===== src/logic/ves_map.svh =====
// Register map, field positions, reset values and level constants of the volume envelope shaper
`ifndef VES_MAP_SVH
`define VES_MAP_SVH

// ----------------------------------------------------------------
// Register offsets (byte addresses)
// ----------------------------------------------------------------
`define VES_OFS_SHAPE 12'h000
`define VES_OFS_ENV 12'h004
`define VES_OFS_STATUS 12'h008
`define VES_OFS_PEAK 12'h00C

// ----------------------------------------------------------------
// Field positions
// ----------------------------------------------------------------
`define VES_KLOC_LSB 0
`define VES_KNEE_LSB 8
`define VES_VELO_LSB 16
`define VES_DLOC_LSB 24
`define VES_RISE_LSB 0
`define VES_FALL_LSB 8
`define VES_DAMP_LSB 16
`define VES_STAT_FALL_BIT 16
`define VES_STAT_DAMP_BIT 17

// ----------------------------------------------------------------
// Reset values (all shaping defeated)
// ----------------------------------------------------------------
`define VES_RST_CODE6 6'h00
`define VES_RST_CODE5 5'h00
`define VES_RST_LEVEL 16'h0000

// ----------------------------------------------------------------
// Level scale: 16'hFFFF is 0dB, 16'h8000 is -48dB
// ----------------------------------------------------------------
`define VES_LVL_M48DB 16'h8000
`define VES_KLOC_STEP 16'h0208
`define VES_DLOC_STEP 16'h0210
`define VES_DLOC_FIRST 6'h01
`define VES_KNEE_UNITY 6'h08
`define VES_KNEE_SHIFT 3
`define VES_VELO_SHIFT 2
`define VES_RATE_FULL 7'h40
`define VES_RATE_SHIFT 6
`define VES_LVL_MAX 16'hFFFF

// ----------------------------------------------------------------
// Reserved bits of the setting words, always read as zero
// ----------------------------------------------------------------
`define VES_SHAPE_RSVD 32'hC0E0E0C0
`define VES_ENV_RSVD 32'hFFC0C0C0

`endif


===== src/logic/ves_pkg.sv =====
// Types shared by the volume envelope shaper and its bench
package ves_pkg;
    // One volume sample with its strobe
    typedef struct packed {
        logic valid;
        logic [15:0] level;
    } ves_sample_t;

    // Envelope phase
    typedef enum logic {VES_RISING, VES_FALLING} ves_env_state_t;

    // Shaping settings written by software
    typedef struct packed {
        logic [5:0] kloc;
        logic [4:0] knee;
        logic [4:0] velo;
        logic [5:0] dloc;
        logic [5:0] rise;
        logic [5:0] fall;
        logic [5:0] damp;
    } ves_cfg_t;
endpackage


===== src/logic/ves_volume_envelope_shaper.sv =====
// Volume envelope shaper: knee, hand-speed add, peak hold and envelope with APB settings
//
// The APB slave port and the register addresses were decided locally.
`include "ves_map.svh"

// Function
// Knee and hand-speed run in parallel, then peak hold, then envelope.
// Below knee threshold volume gets steeper by knee amount; above it unchanged.
// Knee amount zero passes volume through the knee unit unchanged.
// Knee threshold codes 0 to 63 span -48dB to 0dB linearly.
// Upward hand speed times gain is added everywhere, no threshold.
// Envelope rises toward peak, slower for larger rise; falls once reached.
// Rise zero makes envelope jump to the peak at once.
// Beyond switch point the damp rate is used, otherwise the fall rate.
// Larger fall or damp setting gives a slower downward ramp.
// Switch codes 1 to 63 span -48dB to 0dB; zero disables damp.
// Rise, fall and damp (or switch) zero leave volume untouched.
// Settings are six-bit, knee amount and hand-speed gain five-bit.
// Peak hold keeps the maximum and releases it along the envelope fall.
module ves_volume_envelope_shaper (
    input wire logic pclk,
    input wire logic presetn,
    input wire logic psel,
    input wire logic penable,
    input wire logic pwrite,
    input wire logic [11:0] paddr,
    input wire logic [31:0] pwdata,
    output logic [31:0] prdata,
    output logic pready,
    output logic pslverr,
    input wire ves_pkg::ves_sample_t vol_in,
    output ves_pkg::ves_sample_t vol_out
);
    import ves_pkg::*;

    // ----------------------------------------------------------------
    // Helpers
    // ----------------------------------------------------------------

    // Threshold level for a setting code
    function automatic logic [15:0] thr_of(input logic [5:0] code, input logic [5:0] first,
                                           input logic [15:0] step);
        logic [21:0] prod;
        prod = 22'({10'h000, step[11:0]} * 22'(code - first));
        thr_of = `VES_LVL_M48DB + prod[15:0];
    endfunction

    // Saturating add of two levels
    function automatic logic [15:0] sat_add(input logic [15:0] a, input logic [15:0] b);
        logic [16:0] sum;
        sum = {1'b0, a} + {1'b0, b};
        sat_add = sum[16] ? `VES_LVL_MAX : sum[15:0];
    endfunction

    // One step from cur toward tgt; code zero arrives at once, larger codes step less
    function automatic logic [15:0] approach(input logic [15:0] cur, input logic [15:0] tgt,
                                             input logic [5:0] code);
        logic [15:0] diff;
        logic [22:0] prod;
        logic [15:0] step;
        diff = (tgt > cur) ? tgt - cur : cur - tgt;
        prod = 23'(diff) * 23'(`VES_RATE_FULL - 7'(code));
        step = prod[21:6];
        if (step == 16'h0000 && diff != 16'h0000) begin
            step = 16'h0001;
        end
        approach = (tgt > cur) ? cur + step : cur - step;
    endfunction

    // ----------------------------------------------------------------
    // Settings and state
    // ----------------------------------------------------------------
    ves_cfg_t cfg;
    logic [15:0] prev_level;
    logic [15:0] comb_q;
    logic damp_q;
    logic a_valid;
    logic [15:0] env;
    logic [15:0] peak;
    ves_env_state_t env_state;
    logic acc_phase;
    logic addr_ok;
    logic addr_rw;

    // ----------------------------------------------------------------
    // APB slave
    // ----------------------------------------------------------------

    // Address decode; status and peak words are read only
    always_comb begin
        addr_ok = 1'b1;
        addr_rw = 1'b0;
        unique case (paddr)
            `VES_OFS_SHAPE, `VES_OFS_ENV: addr_rw = 1'b1;
            `VES_OFS_STATUS, `VES_OFS_PEAK: addr_rw = 1'b0;
            default: addr_ok = 1'b0;
        endcase
    end

    assign acc_phase = psel & penable & ~pready;

    // Writes land on the first access edge; the answer one edge later carries the error flag
    // One wait state, then answer with registered data and error
    always_ff @(posedge pclk or negedge presetn) begin
        if (!presetn) begin
            pready <= 1'b0;
            pslverr <= 1'b0;
            prdata <= 32'h00000000;
        end else begin
            pready <= acc_phase;
            pslverr <= acc_phase & (~addr_ok | (pwrite & ~addr_rw));
            prdata <= 32'h00000000;
            if (acc_phase && !pwrite) begin
                unique case (paddr)
                    `VES_OFS_SHAPE: begin
                        prdata[`VES_KLOC_LSB +: 6] <= cfg.kloc;
                        prdata[`VES_KNEE_LSB +: 5] <= cfg.knee;
                        prdata[`VES_VELO_LSB +: 5] <= cfg.velo;
                        prdata[`VES_DLOC_LSB +: 6] <= cfg.dloc;
                    end
                    `VES_OFS_ENV: begin
                        prdata[`VES_RISE_LSB +: 6] <= cfg.rise;
                        prdata[`VES_FALL_LSB +: 6] <= cfg.fall;
                        prdata[`VES_DAMP_LSB +: 6] <= cfg.damp;
                    end
                    `VES_OFS_STATUS: begin
                        prdata[15:0] <= env;
                        prdata[`VES_STAT_FALL_BIT] <= (env_state == VES_FALLING);
                        prdata[`VES_STAT_DAMP_BIT] <= damp_q;
                    end
                    `VES_OFS_PEAK: prdata[15:0] <= peak;
                    default: prdata <= 32'h00000000;
                endcase
            end
        end
    end

    // Settings registers, written at the first access edge
    always_ff @(posedge pclk or negedge presetn) begin
        if (!presetn) begin
            cfg.kloc <= `VES_RST_CODE6;
            cfg.knee <= `VES_RST_CODE5;
            cfg.velo <= `VES_RST_CODE5;
            cfg.dloc <= `VES_RST_CODE6;
            cfg.rise <= `VES_RST_CODE6;
            cfg.fall <= `VES_RST_CODE6;
            cfg.damp <= `VES_RST_CODE6;
        end else if (psel && penable && pwrite && !pready) begin
            // field widths
            if (paddr == `VES_OFS_SHAPE) begin
                cfg.kloc <= pwdata[`VES_KLOC_LSB +: 6];
                cfg.knee <= pwdata[`VES_KNEE_LSB +: 5];
                cfg.velo <= pwdata[`VES_VELO_LSB +: 5];
                cfg.dloc <= pwdata[`VES_DLOC_LSB +: 6];
            end else if (paddr == `VES_OFS_ENV) begin
                cfg.rise <= pwdata[`VES_RISE_LSB +: 6];
                cfg.fall <= pwdata[`VES_FALL_LSB +: 6];
                cfg.damp <= pwdata[`VES_DAMP_LSB +: 6];
            end
        end
    end

    // ----------------------------------------------------------------
    // Stage A: knee and hand-speed in parallel
    // ----------------------------------------------------------------
    logic [15:0] kthr;
    logic [15:0] dthr;
    logic [15:0] knee_out;
    logic [15:0] speed_add;
    logic [15:0] next_comb;
    logic next_damp;

    // knee threshold scale
    assign kthr = thr_of(cfg.kloc, `VES_RST_CODE6, `VES_KLOC_STEP);
    // switch point scale from code one
    assign dthr = thr_of(cfg.dloc, `VES_DLOC_FIRST, `VES_DLOC_STEP);

    // Knee expansion and upward speed term
    always_comb begin
        logic [15:0] below;
        logic [21:0] expd;
        logic [15:0] up;
        logic [20:0] sp;
        below = kthr - vol_in.level;
        expd = 22'(below) * 22'(`VES_KNEE_UNITY + 6'(cfg.knee));
        expd = expd >> `VES_KNEE_SHIFT;
        up = (vol_in.level > prev_level) ? vol_in.level - prev_level : 16'h0000;
        sp = 21'(up) * 21'(cfg.velo);
        sp = sp >> `VES_VELO_SHIFT;
        // steeper below threshold only; R3: knee zero gives unity slope
        if (vol_in.level >= kthr || cfg.knee == 5'h00) begin
            knee_out = vol_in.level;
        end else if (expd >= 22'(kthr)) begin
            knee_out = `VES_RST_LEVEL;
        end else begin
            knee_out = kthr - expd[15:0];
        end
        // Speed term reads the raw input so a deep knee cannot hide hand speed
        // rising hand only, whole field
        speed_add = (sp[20:16] != 5'h00) ? `VES_LVL_MAX : sp[15:0];
        // combine both units
        next_comb = sat_add(knee_out, speed_add);
        // Damp selection reads the raw hand level, not the shaped one
        // damp beyond switch point
        next_damp = (cfg.dloc != `VES_RST_CODE6) && (vol_in.level >= dthr);
    end

    // Register stage A results
    always_ff @(posedge pclk or negedge presetn) begin
        if (!presetn) begin
            prev_level <= `VES_RST_LEVEL;
            comb_q <= `VES_RST_LEVEL;
            damp_q <= 1'b0;
            a_valid <= 1'b0;
        end else begin
            a_valid <= vol_in.valid;
            if (vol_in.valid) begin
                prev_level <= vol_in.level;
                comb_q <= next_comb;
                damp_q <= next_damp;
            end
        end
    end

    // ----------------------------------------------------------------
    // Stage B: peak hold and envelope
    // ----------------------------------------------------------------
    logic [15:0] pk;
    logic [15:0] next_env;
    logic [15:0] next_peak;
    logic [5:0] fall_rate;
    ves_env_state_t next_state;

    // capture maximum of combined result
    assign pk = (comb_q > peak) ? comb_q : peak;
    // rate select; R9: larger code means smaller step
    assign fall_rate = damp_q ? cfg.damp : cfg.fall;

    // Envelope rise toward peak, then fall toward the live level
    always_comb begin
        if (env < pk) begin
            // rise toward peak; R7: rise zero jumps
            next_env = approach(env, pk, cfg.rise);
            next_state = VES_RISING;
            next_peak = pk;
        end else begin
            // rate code zero hands the live level straight through
            // fall ramp; R13: peak released along the fall
            next_env = approach(env, comb_q, fall_rate);
            next_state = VES_FALLING;
            next_peak = next_env;
        end
    end

    // Envelope registers and output sample
    always_ff @(posedge pclk or negedge presetn) begin
        if (!presetn) begin
            env <= `VES_RST_LEVEL;
            peak <= `VES_RST_LEVEL;
            env_state <= VES_RISING;
            vol_out <= '0;
        end else begin
            vol_out.valid <= a_valid;
            if (a_valid) begin
                env <= next_env;
                peak <= next_peak;
                env_state <= next_state;
                vol_out.level <= next_env;
            end
        end
    end
endmodule


===== config.mk =====
export PLATFORM = sky130hd
export DESIGN_NAME = ves_volume_envelope_shaper
export DESIGN_NICKNAME = d
export VERILOG_FILES = /design/src/logic/ves_pkg.sv /design/src/logic/ves_volume_envelope_shaper.sv
export VERILOG_INCLUDE_DIRS = /design/src /design/src/logic
export SDC_FILE = /design/constraint.sdc
export NUM_CORES = 1
export LEC_CHECK = 0
export BUFFER_PORTS_ARGS = -buffer_cell sky130_fd_sc_hd__buf_2
export CAP_MARGIN = 25
export CORE_UTILIZATION = 42
export DETAILED_ROUTE_END_ITERATION = 8
export GPL_TIMING_DRIVEN = 0
export PLACE_DENSITY = 0.58
export SYNTH_ARGS = -nofsm -noshare
export SYNTH_HDL_FRONTEND = slang
export SYNTH_SLANG_ARGS = --single-unit

===== constraint.sdc =====
create_clock -name pclk -period 24 [get_ports pclk]
set_input_delay 7.2 -clock pclk [delete_from_list [all_inputs] [get_ports pclk]]
set_output_delay 7.2 -clock pclk [all_outputs]
set_load 0.02 [all_outputs]

==> metrics <==
first-pass GRT wire length around 130000 um; largest net degree at the start of global routing between 90 and 100; count of final setup violators 0; num rows 93; GP Congestion just under 1; Synthesis Warnings 0; WL final 85000 um; post-DR vias/cell between 5 and 6; f_max between 50 and 60 MHz; CP dominant cell by count a21oi_1; Port Buffers approximately 100; most frequent cells in the layout inv_1 (470), ha_1 (362), nor2_1 (319); I/O pin cnt 117; setup TNS 0 ps; Die H around 260 um; initial core utilization a little over two fifths; DR WL/cell 19.4 um; commonest non-fill, non-tap cell in the layout inv_1; RSZ-0062 raised after global routing no; Crit path required time around 24000 ps; number of synthesized flops with an enable pin 0; GRT overflow 0; Clock Sinks 138; CTS tree done; DR vias approximately 24000; crit-path leading delay family compound AO/OA/AOI/OAI gates; CP startpoint kind primary input; Total Die Area around 67000 um2; final number of hold-violating endpoints 0; ranking of synthesized cells by area fa_1 (18%), ha_1 (16%), dfrtp_1 (12%), inv_1 (6.3%), nor2_1 (4.3%); slowest cell on the critical path a41oi_1; Crit. End Element flop; Synth async-reset ratio 100%; vias in the first global route around 24000; predominant post-synthesis flop cell dfrtp_1; # nets final around 4200; Post-CTS Resized 0; Hold Crit Class reg2reg; worst skew pair latency between 400 and 500 ps; Buf+Inv Stages, Crit Path 8; remaining routing DRC violations 0; area delta synth->final 8.24%; CTS Buf Count 17; core area 64900 um2; Final ANT Viol Nets 0; slowest stage delay, CP 600 ps; First-pass DRT Iterations 7; Crit Path Category in2reg; Seq cells post-synth about 140; Slew Limit Fails 0; cell count after synthesis 3381; Layout fillers between 6000 and 7000; 1st-iter DRT viols 1562; Slew HR between 30% and 40%; # hold bufs at CTS 0; worst slew pin tran slightly above 1000 ps; worst path arrival time 19500 ps; register area share after synthesis roughly 12%; Total GRT Usage roughly a quarter; fin crit share about four fifths; Synth Cell Area about 28000 um2; area leader, netlist fa_1; final worst path period need around 19000 ps; layout cell share with drive strength beyond 1 between 7 and 8%; Clk pin slew, worst setup/hold paths roughly 60 ps; die width 259 um; CTS root buf clkbuf_16; antenna violations before repair 4; status complete, no violations; CTS max path bufs 2; CTS H-tree lvls 4; post-DP HPWL 70800 um; Setup Fix Bufs, Post-CTS 0; peak fanout along the critical path 10; post-synth cell types between 90 and 100; Mapped Avg Cell Area slightly above 8 um2; share of the synthesized area in the top cell type between 10% and 20%; max_cap viols 0; clk_skew approximately 12 ps
## cell usage after synthesis (52+ instances only)
cell type  number
nand3_1        52
xor2_1         67
mux2i_1        69
inv_1         470
nand2b_1       57
nand2_1       295
o21ai_0       127
xnor2_1       123
fa_1          245
clkbuf_1       83
a21oi_1       184
a21o_1         81
dfrtp_1       138
ha_1          362
nor2_1        319
## worst paths after layout
| check | cells after the start | slack (ps) | from | to |
|---|---|---|---|---|
| min in group asynchronous | 1 | 6670 | presetn | prdata[24]$_DFF_PN0_ |
| worst max register to register | 58 | 7770 | peak[1]$_DFFE_PN0P_ | env[15]$_DFFE_PN0P_ |
| max in group asynchronous | 2 | 16470 | presetn | prdata[13]$_DFF_PN0_ |
| worst min-delay path | 0 | 400 | a_valid$_DFF_PN0_ | vol_out[16]$_DFF_PN0_ |
| worst max-delay path | 52 | 4840 | vol_in[0] | comb_q[7]$_DFFE_PN0P_ |
| worst min register to register | 0 | 400 | a_valid$_DFF_PN0_ | vol_out[16]$_DFF_PN0_ |
## routing by layer
metal | vias to the layer above | share of wire, % | track usage [%]
met5 | - | 0.11 | 0.997
li1 | 11649 | - | -
met4 | 2 | 2.7 | 7.22
met3 | 119 | 6.6 | 5.17
met2 | 733 | 46 | 42.1
met1 | 11703 | 45 | 34.2
## through the flow
stage	util, %	area, um2	std cells	hold slack (ps)	setup WS (ps)
after floorplan	-	27800	3384	352	6590
after global placement	45.2	29400	4342	394	4080
after detailed placement	45.3	29400	4345	391	4030
after CTS	46.3	30100	4377	404	4490
after global routing	46.3	30100	4378	421	3780
final	46.3	30100	4382	399	4840
## worst register-to-register path: cells and delay by family (launching register included)
kind	cells	cell delay (ps)
xor gates and xnor gates	3	980
AOI/OAI and AO/OA	25	6770
DFF	1	400
and+or+nand+nor	10	1510
muxes	2	1070
buffers and inverters	9	2000
adders and majority gates	9	3460
## logic make-up after synthesis
family,synth area share [%]
simple gates,17.7
compound gates,17.2
mux,4.35
fa+ha+maj,34.0
buf+inv,8.19
other cells,0.0135
flops,12.4
xor+xnor,6.21
## registers in the layout, indices dropped and copies added, names as in the netlist
name / flops
prev_level: 16
peak: 16
pslverr: 1
pready: 1
damp_q: 1
comb_q: 16
env_state: 1
a_valid: 1
cfg: 40
prdata: 28
env: 16
vol_out: 1
## layout make-up
cell class / count / area (um2) / area share (%)
buffer: 120 / 508 / 1.69
inverter: 471 / 1770 / 5.88
multi-input combinational: 2655 / 22100 / 73.4
tap: 855 / 1070 / 3.56
sequential: 138 / 3450 / 11.5
clock buffer: 18 / 439 / 1.46
clock inverter: 14 / 184 / 0.612
timing repair buffer: 107 / 574 / 1.91
antenna: 4 / 10.0 / 0.0333
Power is left out: the tool's default activity adds up to more than one toggle a clock period on the data nets, which glitch-free logic cannot reach.
